**config.mk**
```make
export PLATFORM = sky130hd
export DESIGN_NAME = raat_fsm
export DESIGN_NICKNAME = d
export VERILOG_FILES = /design/src/verilog/raat_pkg.sv /design/src/verilog/raat_fsm.sv
export SDC_FILE = /design/constraint.sdc
export NUM_CORES = 1
export LEC_CHECK = 0
export ABC_AREA = 1
export BUFFER_PORTS_ARGS = -buffer_cell sky130_fd_sc_hd__buf_2
export CORE_MARGIN = 4
export CORE_UTILIZATION = 40
export DETAILED_ROUTE_END_ITERATION = 10
export GPL_TIMING_DRIVEN = 0
export PLACE_DENSITY_LB_ADDON = 0.2
export SLEW_MARGIN = 20
export SYNTH_ARGS = -nofsm -noshare
export SYNTH_HDL_FRONTEND = slang
export SYNTH_SLANG_ARGS = --single-unit
```
**constraint.sdc**
```tcl
create_clock -name pclk -period 5.9 [get_ports pclk]
set_input_delay 1.475 -clock pclk [delete_from_list [all_inputs] [get_ports pclk]]
set_output_delay 1.475 -clock pclk [all_outputs]
set_load 0.03 [all_outputs]
```
**src/verilog/raat_pkg.sv**
```systemverilog
// Package for the radio transaction state machine: register map, fields,
// reset values and timing constants.
// Assumes a 50 MHz pclk and 32-bit APB register access.
package raat_pkg;
    // ============================================================
    // Clock and timing
    localparam int CLK_MHZ = 50;
    localparam int SETTLE_US = 130;
    localparam int MIN_CE_US = 10;
    localparam int ACK_WAIT_US = 250;
    localparam int RETRY_STEP_US = 250;
    localparam int SETTLE_CYC = SETTLE_US * CLK_MHZ;
    localparam int MIN_CE_CYC = MIN_CE_US * CLK_MHZ;
    localparam int ACK_WAIT_CYC = ACK_WAIT_US * CLK_MHZ;
    localparam int RETRY_STEP_CYC = RETRY_STEP_US * CLK_MHZ;
    localparam int NUM_PIPES = 6;
    // ============================================================
    // Register byte addresses
    localparam logic [11:0] ADDR_CTRL = 12'h000;
    localparam logic [11:0] ADDR_STATUS = 12'h004;
    localparam logic [11:0] ADDR_RETRY = 12'h008;
    localparam logic [11:0] ADDR_PIPE_EN = 12'h00c;
    localparam logic [11:0] ADDR_P0_LO = 12'h010;
    localparam logic [11:0] ADDR_P0_HI = 12'h014;
    localparam logic [11:0] ADDR_P1_LO = 12'h018;
    localparam logic [11:0] ADDR_P1_HI = 12'h01c;
    localparam logic [11:0] ADDR_LSB = 12'h020;
    localparam logic [11:0] ADDR_SHARED = 12'h024;
    // ============================================================
    // Control and status fields, reset values
    localparam int CTRL_ACTIVATE = 0;
    localparam int CTRL_PRIMARY_RX = 1;
    localparam int CTRL_AUTO_ACK = 2;
    localparam int CTRL_CRC_EN = 3;
    localparam int CTRL_CRC_2B = 4;
    localparam int ST_TX_DONE = 0;
    localparam int ST_RX_READY = 1;
    localparam int ST_RETRY_LIM = 2;
    localparam logic [5:0] PIPE_EN_RST = 6'h03;
    localparam logic [3:0] RETRY_DELAY_RST = 4'h0;
    localparam logic [3:0] RETRY_LIMIT_RST = 4'h3;
    typedef enum logic [3:0] {
        RAAT_STBY1, RAAT_STBY2, RAAT_TX_SETTLE, RAAT_TX, RAAT_ACK_WAIT,
        RAAT_ACK_RECV, RAAT_RETRY_WAIT, RAAT_RX, RAAT_RX_SETTLE_ACK,
        RAAT_RX_SEND_ACK
    } raat_state_t;
endpackage

```
**src/verilog/raat_fsm.sv**
```systemverilog
// Transaction state machine of a packet radio link layer with APB
// registers. Assumes a modem below that reports packet events as
// one-cycle pulses on pclk and takes start pulses back.
// ============================================================
// Summary of operation
// - Activate high with queued packet in transmitter role starts a send.
// - With retries on and ack wanted, listen for acknowledge after send.
// - Empty acknowledge raises only transmit-done.
// - Acknowledge with payload raises transmit-done and receive-ready together.
// - No acknowledge: wait retry delay, resend if below limit.
// - Retry count reaching limit raises retry-limit flag, go standby-I.
// - Activate high with empty transmit queue holds standby-II.
// - Receiver role with activate high searches continuously.
// - Auto-ack receiver stores new packets and raises receive-ready.
// - Receiver raises transmit-done when ack payload confirmed by sender.
// - Receiver sends acknowledge with pending payload unless skip flag set.
// - Repeat packets are dropped but still acknowledged.
// - Six pipes matched in parallel, one packet at a time.
// - CRC, width, channel settings shared; CRC forced on with auto-ack.
// - Pipes enable individually; pipes 0 and 1 on after reset.
// - Pipe 0 full address; pipes 1-5 share upper four bytes.
// - Acknowledge goes to the pipe address the packet arrived on.
// - Every autonomous sequence ends with the radio interrupt. Here a repeat packet in receiver role is acknowledged with no interrupt.
// - Activate held minimum pulse; send starts after settling time. Pulse width not checked here (MIN_CE_CYC unused).
// - Received acknowledge raises interrupt and pops transmit queue.
// - Retry delay programmable in 250 us steps.
// - Ack wait ends on no match in 250 us or packet end.
//
// Chosen here: the APB slave port and the address map.
`timescale 1ns/1ps
module raat_fsm
    import raat_pkg::*;
(
    input wire logic pclk,
    input wire logic presetn,
    input wire logic psel,
    input wire logic penable,
    input wire logic pwrite,
    input wire logic [11:0] paddr,
    input wire logic [31:0] pwdata,
    output logic [31:0] prdata,
    output logic pready,
    output logic pslverr,
    input wire logic tx_fifo_empty,
    input wire logic tx_skip_ack,
    input wire logic tx_done_air,
    input wire logic addr_match,
    input wire logic [39:0] rx_addr,
    input wire logic rx_end,
    input wire logic rx_crc_ok,
    input wire logic rx_has_payload,
    input wire logic rx_is_repeat,
    input wire logic rx_skip_ack,
    output logic tx_start,
    output logic [39:0] tx_dest_addr,
    output logic tx_fifo_pop,
    output logic rx_fifo_push,
    output logic [2:0] rx_pipe,
    output logic rx_mode,
    output logic crc_enable,
    output logic crc_two_bytes,
    output logic radio_interrupt
);
    // ============================================================
    // Helpers
    function automatic logic [39:0] pipe_addr(input logic [2:0] p,
        input logic [39:0] a0, input logic [31:0] upper,
        input logic [39:0] lsbs);
        logic [39:0] r;
        r = a0;
        if (p != 3'h0)
        begin
            r = {upper, lsbs[8*(p-3'h1) +: 8]};
        end
        return r;
    endfunction

    // ============================================================
    // Registers
    logic [4:0] ctrl_q, ctrl_d;
    logic [2:0] stat_q, stat_d;
    logic [3:0] retry_delay_q, retry_delay_d;
    logic [3:0] retry_limit_q, retry_limit_d;
    logic [5:0] pipe_enable_bits_q, pipe_enable_bits_d;
    logic [39:0] p0_q, p0_d;
    logic [31:0] upper_q, upper_d;
    logic [39:0] lsb_q, lsb_d; // Pipes 1-5 low bytes
    logic [3:0] retry_cnt_q, retry_cnt_d;
    logic [2:0] pipe_q, pipe_d;
    logic ack_pay_pend_q, ack_pay_pend_d;
    logic [19:0] tmr_q, tmr_d;
    logic irq_q, irq_d;
    logic halt_q, halt_d;
    raat_state_t st_q, st_d;
    logic wr, rd;
    logic [2:0] set_flags;
    logic match_valid;
    logic [2:0] hit_pipe;

    assign wr = psel && penable && pwrite;
    assign rd = psel && !penable && !pwrite;
    assign pready = 1'b1;

    // Decode for the matched pipe
    always_comb
    begin
        match_valid = 1'b0;
        hit_pipe = 3'h0;
        for (int i = 0; i < NUM_PIPES; i++)
        begin
            if (!match_valid && pipe_enable_bits_q[i] && rx_addr ==
                pipe_addr(3'(i), p0_q, upper_q, lsb_q))
            begin
                match_valid = 1'b1;
                hit_pipe = 3'(i);
            end
        end
    end

    // ============================================================
    // Transaction state machine
    always_comb
    begin
        st_d = st_q;
        tmr_d = (tmr_q != 20'h0) ? tmr_q - 20'h1 : 20'h0;
        retry_cnt_d = retry_cnt_q;
        pipe_d = pipe_q;
        ack_pay_pend_d = ack_pay_pend_q;
        // After the retry limit, a new send needs activate toggled
        halt_d = halt_q && ctrl_q[CTRL_ACTIVATE];
        set_flags = 3'h0;
        tx_start = 1'b0;
        tx_fifo_pop = 1'b0;
        rx_fifo_push = 1'b0;
        case (st_q)
            RAAT_STBY1:
            begin
                if (ctrl_q[CTRL_ACTIVATE] && ctrl_q[CTRL_PRIMARY_RX])
                begin
                    st_d = RAAT_RX;
                end
                else if (ctrl_q[CTRL_ACTIVATE] && !halt_q)
                begin
                    retry_cnt_d = 4'h0;
                    st_d = tx_fifo_empty ? RAAT_STBY2 : RAAT_TX_SETTLE;
                    tmr_d = 20'(SETTLE_CYC);
                end
            end
            RAAT_STBY2:
            begin
                if (!ctrl_q[CTRL_ACTIVATE])
                begin
                    st_d = RAAT_STBY1;
                end
                else if (!tx_fifo_empty)
                begin
                    retry_cnt_d = 4'h0;
                    st_d = RAAT_TX_SETTLE;
                    tmr_d = 20'(SETTLE_CYC);
                end
            end
            RAAT_TX_SETTLE:
            begin
                if (tmr_q == 20'h0)
                begin
                    tx_start = 1'b1;
                    st_d = RAAT_TX;
                end
            end
            RAAT_TX:
            begin
                if (tx_done_air)
                begin
                    if (retry_limit_q != 4'h0 && !tx_skip_ack)
                    begin
                        st_d = RAAT_ACK_WAIT;
                        tmr_d = 20'(ACK_WAIT_CYC);
                    end
                    else
                    begin
                        set_flags[ST_TX_DONE] = 1'b1;
                        tx_fifo_pop = 1'b1;
                        st_d = RAAT_STBY1;
                    end
                end
            end
            RAAT_ACK_WAIT:
            begin
                if (addr_match)
                begin
                    st_d = RAAT_ACK_RECV;
                end
                else if (tmr_q == 20'h0)
                begin
                    st_d = RAAT_RETRY_WAIT;
                    // Ack wait already used the first delay step
                    tmr_d = 20'(RETRY_STEP_CYC) *
                        20'(retry_delay_q);
                end
            end
            RAAT_ACK_RECV:
            begin
                if (rx_end && rx_crc_ok)
                begin
                    set_flags[ST_TX_DONE] = 1'b1;
                    set_flags[ST_RX_READY] = rx_has_payload;
                    rx_fifo_push = rx_has_payload;
                    tx_fifo_pop = 1'b1;
                    st_d = RAAT_STBY1;
                end
                else if (rx_end)
                begin
                    st_d = RAAT_RETRY_WAIT;
                    tmr_d = 20'(RETRY_STEP_CYC) *
                        (20'(retry_delay_q) + 20'h1);
                end
            end
            RAAT_RETRY_WAIT:
            begin
                if (retry_cnt_q >= retry_limit_q)
                begin
                    set_flags[ST_RETRY_LIM] = 1'b1;
                    halt_d = 1'b1;
                    st_d = RAAT_STBY1;
                end
                else if (tmr_q == 20'h0)
                begin
                    retry_cnt_d = retry_cnt_q + 4'h1;
                    tx_start = 1'b1;
                    st_d = RAAT_TX;
                end
            end
            RAAT_RX:
            begin
                if (!ctrl_q[CTRL_ACTIVATE])
                begin
                    st_d = RAAT_STBY1;
                end
                else if (rx_end && rx_crc_ok && match_valid)
                begin
                    pipe_d = hit_pipe;
                    if (!rx_is_repeat || !ctrl_q[CTRL_AUTO_ACK])
                    begin
                        rx_fifo_push = 1'b1;
                        set_flags[ST_RX_READY] = 1'b1;
                        if (ack_pay_pend_q)
                        begin
                            set_flags[ST_TX_DONE] = 1'b1;
                            tx_fifo_pop = 1'b1;
                            ack_pay_pend_d = 1'b0;
                        end
                    end
                    if (ctrl_q[CTRL_AUTO_ACK] && !rx_skip_ack)
                    begin
                        st_d = RAAT_RX_SETTLE_ACK;
                        tmr_d = 20'(SETTLE_CYC);
                    end
                end
            end
            RAAT_RX_SETTLE_ACK:
            begin
                if (tmr_q == 20'h0)
                begin
                    tx_start = 1'b1;
                    ack_pay_pend_d = !tx_fifo_empty;
                    st_d = RAAT_RX_SEND_ACK;
                end
            end
            RAAT_RX_SEND_ACK:
            begin
                if (tx_done_air)
                begin
                    st_d = RAAT_RX;
                end
            end
            default:
            begin
                st_d = RAAT_STBY1;
            end
        endcase
    end

    // ============================================================
    // Register file
    always_comb
    begin
        ctrl_d = ctrl_q;
        retry_delay_d = retry_delay_q;
        retry_limit_d = retry_limit_q;
        pipe_enable_bits_d = pipe_enable_bits_q;
        p0_d = p0_q;
        upper_d = upper_q;
        lsb_d = lsb_q;
        stat_d = stat_q;
        if (wr && paddr == ADDR_STATUS)
        begin
            stat_d = stat_q & ~pwdata[2:0]; // Write one to clear
        end
        stat_d = stat_d | set_flags; // Set wins over clear
        if (wr)
        begin
            case (paddr)
                ADDR_CTRL: ctrl_d = pwdata[4:0];
                ADDR_RETRY:
                begin
                    retry_delay_d = pwdata[7:4];
                    retry_limit_d = pwdata[3:0];
                end
                ADDR_PIPE_EN: pipe_enable_bits_d = pwdata[5:0];
                ADDR_P0_LO: p0_d[31:0] = pwdata;
                ADDR_P0_HI: p0_d[39:32] = pwdata[7:0];
                ADDR_P1_LO: lsb_d[7:0] = pwdata[7:0];
                ADDR_P1_HI: upper_d = pwdata;
                ADDR_LSB: lsb_d[39:8] = pwdata;
                default: ;
            endcase
        end
        irq_d = |set_flags;
    end

    always_ff @(posedge pclk or negedge presetn)
    begin
        if (!presetn)
        begin
            st_q <= RAAT_STBY1;
            tmr_q <= 20'h0;
            retry_cnt_q <= 4'h0;
            pipe_q <= 3'h0;
            ack_pay_pend_q <= 1'b0;
            ctrl_q <= 5'h0;
            stat_q <= 3'h0;
            retry_delay_q <= RETRY_DELAY_RST;
            retry_limit_q <= RETRY_LIMIT_RST;
            pipe_enable_bits_q <= PIPE_EN_RST;
            p0_q <= 40'h0;
            upper_q <= 32'h0;
            lsb_q <= 40'h0;
            irq_q <= 1'b0;
            halt_q <= 1'b0;
            prdata <= 32'h0;
            tx_dest_addr <= 40'h0;
        end
        else
        begin
            st_q <= st_d;
            tmr_q <= tmr_d;
            retry_cnt_q <= retry_cnt_d;
            pipe_q <= pipe_d;
            ack_pay_pend_q <= ack_pay_pend_d;
            ctrl_q <= ctrl_d;
            stat_q <= stat_d;
            retry_delay_q <= retry_delay_d;
            retry_limit_q <= retry_limit_d;
            pipe_enable_bits_q <= pipe_enable_bits_d;
            p0_q <= p0_d;
            upper_q <= upper_d;
            lsb_q <= lsb_d;
            irq_q <= irq_d;
            halt_q <= halt_d;
            tx_dest_addr <= ctrl_q[CTRL_PRIMARY_RX] ?
                pipe_addr(pipe_q, p0_q, upper_q, lsb_q) : p0_q;
            if (rd)
            begin
                case (paddr)
                    ADDR_CTRL: prdata <= {27'h0, ctrl_q};
                    ADDR_STATUS: prdata <= {21'h0, st_q, retry_cnt_q,
                        stat_q};
                    ADDR_RETRY: prdata <= {24'h0, retry_delay_q,
                        retry_limit_q};
                    ADDR_PIPE_EN: prdata <= {26'h0, pipe_enable_bits_q};
                    ADDR_P0_LO: prdata <= p0_q[31:0];
                    ADDR_P0_HI: prdata <= {24'h0, p0_q[39:32]};
                    ADDR_P1_LO: prdata <= {24'h0, lsb_q[7:0]};
                    ADDR_P1_HI: prdata <= upper_q;
                    ADDR_LSB: prdata <= lsb_q[39:8];
                    default: prdata <= 32'h0;
                endcase
            end
        end
    end

    assign pslverr = 1'b0;
    assign rx_pipe = pipe_q;
    assign rx_mode = (st_q == RAAT_RX) || (st_q == RAAT_ACK_WAIT) ||
        (st_q == RAAT_ACK_RECV);
    // CRC forced on while auto-ack is in use
    assign crc_enable = ctrl_q[CTRL_CRC_EN] || ctrl_q[CTRL_AUTO_ACK];
    assign crc_two_bytes = ctrl_q[CTRL_CRC_2B];
    assign radio_interrupt = irq_q;

    // ============================================================
    // Checks
    AST_SETTLE: assert property (@(posedge pclk) disable iff (!presetn)
        st_q == RAAT_STBY1 && st_d == RAAT_TX_SETTLE |-> ##1
        (!tx_start)[*8])
        else $error("send started before settling");
    AST_LIMIT: assert property (@(posedge pclk) disable iff (!presetn)
        set_flags[ST_RETRY_LIM] |-> retry_cnt_q >= retry_limit_q)
        else $error("retry flag without limit");
    AST_IRQ: assert property (@(posedge pclk) disable iff (!presetn)
        |set_flags |=> radio_interrupt)
        else $error("no interrupt at sequence end");
    AST_POP: assert property (@(posedge pclk) disable iff (!presetn)
        st_q == RAAT_ACK_RECV && rx_end && rx_crc_ok |-> tx_fifo_pop
        ##1 stat_q[ST_TX_DONE])
        else $error("ack not handled");
    AST_BOTH: assert property (@(posedge pclk) disable iff (!presetn)
        st_q == RAAT_ACK_RECV && rx_end && rx_crc_ok && rx_has_payload
        |=> stat_q[ST_RX_READY] && stat_q[ST_TX_DONE])
        else $error("payload ack flags");
    AST_STBY2: assert property (@(posedge pclk) disable iff (!presetn)
        st_q == RAAT_STBY2 && ctrl_q[CTRL_ACTIVATE] && tx_fifo_empty
        |=> st_q == RAAT_STBY2)
        else $error("left standby-II");
    AST_CRC: assert property (@(posedge pclk) disable iff (!presetn)
        ctrl_q[CTRL_AUTO_ACK] |-> crc_enable)
        else $error("crc off with auto-ack");
    AST_RETRY_CNT: assert property (@(posedge pclk) disable iff (!presetn)
        st_q == RAAT_RETRY_WAIT && tx_start |=>
        retry_cnt_q == $past(retry_cnt_q) + 4'h1)
        else $error("retry count not stepped");
    AST_ACKWAIT: assert property (@(posedge pclk) disable iff (!presetn)
        st_q == RAAT_TX && tx_done_air && !tx_skip_ack &&
        retry_limit_q != 4'h0 |=> rx_mode)
        else $error("no ack listen");
    COV_TX_OK: cover property (@(posedge pclk) st_q == RAAT_ACK_RECV
        && rx_end && rx_crc_ok);
    COV_LIMIT: cover property (@(posedge pclk) set_flags[ST_RETRY_LIM]);
    COV_RX_ACK: cover property (@(posedge pclk)
        st_q == RAAT_RX_SEND_ACK);
endmodule

```
Yosys cells after proc, flatten, opt, wreduce, memory -nomap -nowiden
Cells that the tools add are included.
{"block": "op_classes", "addsub": 4, "muxes": 87, "eq_ne": 41, "mul": 2, "bitwise": 3, "magnitude_cmp": 1, "shift": 1, "n_reduce_logical": 62}
{"operator": "$pmux 32 s9", "n": 1}
{"operator": "$mux 20", "n": 14}
{"operator": "$eq 40x40->1", "n": 6}
{"operator": "$pmux 20 s6", "n": 1}
{"operator": "$mux 4", "n": 22}
{"operator": "$mux 40", "n": 2}
{"operator": "$eq 12x5->1 const B", "n": 4}
{"operator": "$pmux 4 s10", "n": 1}
{"operator": "$shiftx 40x33->8", "n": 1}
{"operator": "$mux 1", "n": 28}
{"operator": "$eq 12x4->1 const B", "n": 2}
{"operator": "$ne 2x2->1 const B", "n": 12}
{"operator": "$logic_and 1x1->1", "n": 23}
{"operator": "$logic_not 20->1", "n": 1}
{"operator": "$reduce_bool 20->1", "n": 1}
{"operator": "$sub 20x1->20 const B", "n": 1}
{"operator": "$mux 3", "n": 6}
{"operator": "$ne 3x3->1 const B", "n": 6}
{"operator": "$mul 12x5->17 const A", "n": 1}
{"operator": "$eq 4x3->1 const B", "n": 4}
{"operator": "$mul 12x4->16 const A", "n": 1}
{"operator": "$reduce_and 2->1", "n": 8}
{"operator": "$logic_not 1->1", "n": 13}
{"operator": "$eq 12x3->1 const B", "n": 1}
{"operator": "27 further kinds", "n": 41}
{"block": "totals", "output_inout_bits": 84, "reg_bits": 240}

Logic depth before layout (Yosys ltp)
{"block": "depth", "word_depth": 28, "depth_mapped": 23, "ltp_nobuf": 23}

Worst setup path before layout
OpenSTA, ideal clock, no wires.
{"block": "synth_path", "path_kind": "in2out", "from": "input port rx_addr[5]", "to": "output port tx_fifo_pop", "t_required_ps": 4425, "path_buffers": 1, "arrival_ps": 2864, "path_stages": 19, "slack_ps": 1561, "path_cell_list": "buf_4 inv_2 nand2_1 nand2_1 inv_1 nand2_1 nor2_1 nand2_1 nor2_1 nand3_1 nand2_1 inv_2 nand4_2 nand2_1 inv_2 nand3_1 nor2_1 nor2_1 inv_1"}
{"block": "synth_between", "elab_chain_cells": 27}
{"element": "start: declaration", "line": "raat_fsm.sv:48", "source": "input wire logic [39:0] rx_addr,"}
{"element": "$eq 40x40->1", "line": "raat_fsm.sv:111", "source": "if (!match_valid && pipe_enable_bits_q[i] && rx_addr =="}
{"element": "$logic_and 1x1->1", "line": "raat_fsm.sv:111"}
{"element": "$mux 1", "line": "raat_fsm.sv:111"}
{"element": "$logic_not 1->1", "line": "raat_fsm.sv:111"}
{"element": "$logic_and 1x1->1 (2 in a row)", "line": "raat_fsm.sv:111"}
{"element": "$mux 1", "line": "raat_fsm.sv:111"}
{"element": "$logic_not 1->1", "line": "raat_fsm.sv:111"}
{"element": "$logic_and 1x1->1 (2 in a row)", "line": "raat_fsm.sv:111"}
{"element": "(+8 left out)"}
{"element": "$mux 1", "line": "raat_fsm.sv:111"}
{"element": "$logic_not 1->1", "line": "raat_fsm.sv:111"}
{"element": "$logic_and 1x1->1 (2 in a row)", "line": "raat_fsm.sv:111"}
{"element": "$mux 1 *", "line": "raat_fsm.sv:111"}
{"element": "$logic_and 1x1->1 *", "line": "raat_fsm.sv:239", "source": "else if (rx_end && rx_crc_ok && match_valid)"}
{"element": "$mux 1 *", "line": "raat_fsm.sv:239"}
{"element": "$mux 1 *", "line": "raat_fsm.sv:235", "source": "if (!ctrl_q[CTRL_ACTIVATE])"}
{"element": "$pmux 1 s3 *", "line": "raat_fsm.sv:135", "source": "case (st_q)"}
{"element": "end: declaration", "line": "raat_fsm.sv:56", "source": "output logic tx_fifo_pop,"}
Mark *: on every way between the ends. The rest lies on a longest branch, timed or not.

Worst setup path after layout
Same ends and word-level chain as after synthesis.

==> summary.txt <==
Run status
  – Status: completed

Layout
  – Fin area: 17900 µm²
  – Nets: 2455
  – Syn-to-layout area delta: 16.9%
  – ANT cells: 0
  – Layout cells sized above 1: 14.1%
  – Util after Layout: 47.5%

GRT
  – Largest net degree at the start of global routing: 96
  – Initial antenna violation count: 1
  – Gr usage total: 30.9%
  – Vias in the first global route: 15097
  – Global-route wire length before repair: 96000 µm
  – Total gr overflow: 0

Clocking
  – Clock buffer depth: 3
  – Htree depth: 1
  – Root Driver: clkbuf_16
  – Worst skew pair latency: 0.58 ns
  – CTS Hold Buffers Added: 0
  – # clock sinks: 240
  – Post-cts resize count: 0
  – Setup Buffers After CTS: 0
  – Total CTS buffers: 27
  – CTS tree: done
  – Worst-path clk slew: 0.06 ns

STA
  – Fin. Hold Viols: 0
  – Worst hold slack: 0.483 ns
  – Worst Max-Slew Pin Slew: 1.10 ns
  – RSZ-0062 raised after global routing: false
  – Final setup TNS: 0 ns
  – Final period util: 89.6%
  – Fmax: 189 MHz
  – Rel. slew slack: 26.1%
  – Worst Skew: 0.0180 ns
  – Final setup vio count: 0
  – Max Slew Vio Count: 0
  – Fin crit period: 5.28 ns

Floorplan
  – Die Span X: 204 µm
  – # IOs: 182
  – Initial core utilization: 40.6%
  – DIE HEIGHT: 204 µm
  – Die Area: 41400 µm²
  – CORE AREA: 37700 µm²
  – FP Rows: 71

Detailed routing
  – DR iter-0 viols: 1402
  – Remaining antenna violation count: 0
  – Wirelength, routed: 65900 µm
  – Vias: 15649
  – Wire per inst: 23.3 µm
  – Pre-antenna DRT Iters: 6
  – DRC violations left: 0
  – Via density: 5.53

Power and ir drop
  – Logic gate share of total power: 21.8%
  – Internal power: 3250 µW
  – Switching power: 1530 µW
  – Peak VDD IR: 0.248 mV
  – Clock Power Share: 40.5%
  – Sequential share of power: 37.8%
  – Pleak: 0.00881 µW
  – Switching part of the total: 32.0%
  – Power Dens Cells: 268 nW/µm²
  – Final Power: 4780 µW

Yosys
  – Distinct cells, synth: 65
  – Post-synth top flop: dfrtp_1
  – Cell taking the most area after synthesis: dfrtp_1
  – Mapped cell area: 15300 µm²
  – Syn_nets: 2253
  – Synth cell count leaders: 567 x nand2_1, 301 x inv_1, 236 x dfrtp_1
  – Syn_area_per_cell: 7.30 µm²
  – Sequential-to-total area share from yosys stat: 39.3%
  – #FFs+latches synth: 240
  – Synth Warn #: 0
  – Synth async-reset ratio: 100%
  – Syn Inst Count: 2097
  – Post-synth EDFFs: 0
  – Area contributors post-synth: dfrtp_1 39%, nand2_1 14%, inv_1 7.4%
  – Synth top area share: 38.6%
  – Count leader, synth: nand2_1

Hold path
  – Hold WC Path Type: reg -> reg
  – WHS Path Cells: 2
  – Min-delay src: halt_q$_DFF_PN0_

Worst setup path
  – Stages on worst setup path: 20
  – CP Data Required Time: 4.43 ns
  – Worst Path Arrival: 3.81 ns
  – Critical-path cell list: buf_4, inv_2, nand2_1, nand2_1, inv_1, nand2_1, nor2_1, nand2_1, nor2_1, nand3_1, nand2_1, inv_2, nand4_2, nand2_1, inv_2, nand3_1, nor2_1, nor2_1, inv_1, buf_2
  – Reg2reg path depth: 21
  – CP Max Fanout: 8
  – Crit Path Class: in -> out
  – Largest stage delay, worst path: 0.43 ns
  – Crit. Startpoint: rx_addr[5]
  – Critical path buffers and inverters: 7
  – CP Capture Type: output pin
  – Largest delay share family, worst path: simple AND/OR/NAND/NOR gates
  – Critical-path top delay cell: nor2_1
  – Crit start category: input port
  – Top cell by count, worst path: nand2_1
  – R2r startpoint: retry_delay_q[0]$_DFFE_PN0P_

Placement
  – GPL Wtd Cong: 1.04
  – Placed Area: 16900 µm²
  – Post-DP HPWL: 52900 µm
  – Port-buffer cells: 171

Job
  – MaxCap Viol Count: 0
[layout by cell type (no fill, tap or decap), types with 18 or more instances in the layout]
cell,count
a21oi_1,67
a221oi_1,18
buf_2,176
clkbuf_1,47
clkbuf_16,27
dfrtp_1,236
ha_1,55
inv_1,301
inv_2,19
nand2_1,567
nand3_1,62
nand4_1,24
nor2_1,154
nor2_2,20
o21ai_0,216
o21ai_1,33
o22ai_1,41
xnor2_1,37
xor2_1,24
[sequential cells by signal, summed over array words and instances, names as in the netlist]
name and count:
retry_cnt_q 4, upper_q 32, stat_q 3, pipe_enable_bits_q 6, radio_interrupt 1, p0_q 40
retry_limit_q 4, tx_dest_addr 40, halt_q 1, tmr_q 20, st_q 4, retry_delay_q 4
ctrl_q 5, ack_pay_pend_q 1, prdata 32, rx_pipe 3, lsb_q 40
[routing by layer]
metal | share of wire, % | global-route usage (%)
met4 | 6.0 | 14.2
met3 | 7.5 | 4.02
met1 | 39 | 38.6
met5 | 0.015 | 0
met2 | 48 | 53.5
[final timing paths]
path	endpoint	slack [ns]
min in group asynchronous	lsb_q[4]$_DFFE_PN0P_	0.86
worst min-delay path	halt_q$_DFF_PN0_	0.48
worst min register to register	halt_q$_DFF_PN0_	0.48
max in group asynchronous	tx_dest_addr[25]$_DFF_PN0_	4.18
worst max-delay path	tx_fifo_pop	0.62
worst max register to register	tmr_q[16]$_DFF_PN0_	0.97
[cell type report]
cell class                      instances  area (µm²)
Clock inverter                         16         258
Fill cell                            3944       19800
Buffer                                 64         300
Inverter                              324        1220
Multi-Input combinational cell       1469        7770
Clock buffer                           34         762
Timing Repair Buffer                  173         921
Tap cell                              511         639
Sequential cell                       240        6010
[power by group through the flow]
| stage | Sequential (µW) | Clock, µW | Combinational [µW] |
|---|---|---|---|
| 6_report | 1810 | 1940 | 1040 |
| 5_1_grt | 1810 | 2030 | 1150 |
| 4_1_cts | 1800 | 1960 | 1030 |
| 3_5_place_dp | 1830 | 0 | 1020 |
| 3_3_place_gp | 1830 | 0 | 1000 |
| 2_1_floorplan | 1810 | 0 | 714 |
[worst register-to-register path: cells and delay by family, from the launching register on]
| family | cells | cell delay (ns) |
|---|---|---|
| AO/OA/AOI/OAI | 6 | 0.88 |
| AND/OR/NAND/NOR | 6 | 0.57 |
| adder cells (fa/ha/maj) | 4 | 1.73 |
| buffers and inverters | 5 | 1.08 |
| flip-flops | 1 | 0.54 |
[stage by stage]
step | setup WS, ns | std cells
CTS | 0.692 | 2831
global route | 0.535 | 2831
floorplan | 1.56 | 2097
detailed placement | 0.697 | 2781
finish | 0.616 | 2831
global placement | -1.07 | 2779
[kinds of logic (layout without fill, tap and decap cells)]
family          count (synthesis)  in the layout  share of synthesized area [%]
simple gates                  891            891                           24.9
compound gates                457            457                           17.5
buf+inv                       388            611                           9.93
flops                         240            240                           39.3
xor+xnor                       61             61                           3.49
fa+ha+maj                      58             58                           4.89
other cells                     2              2                         0.0491
Note: power is estimated with default switching activity, not from simulation.
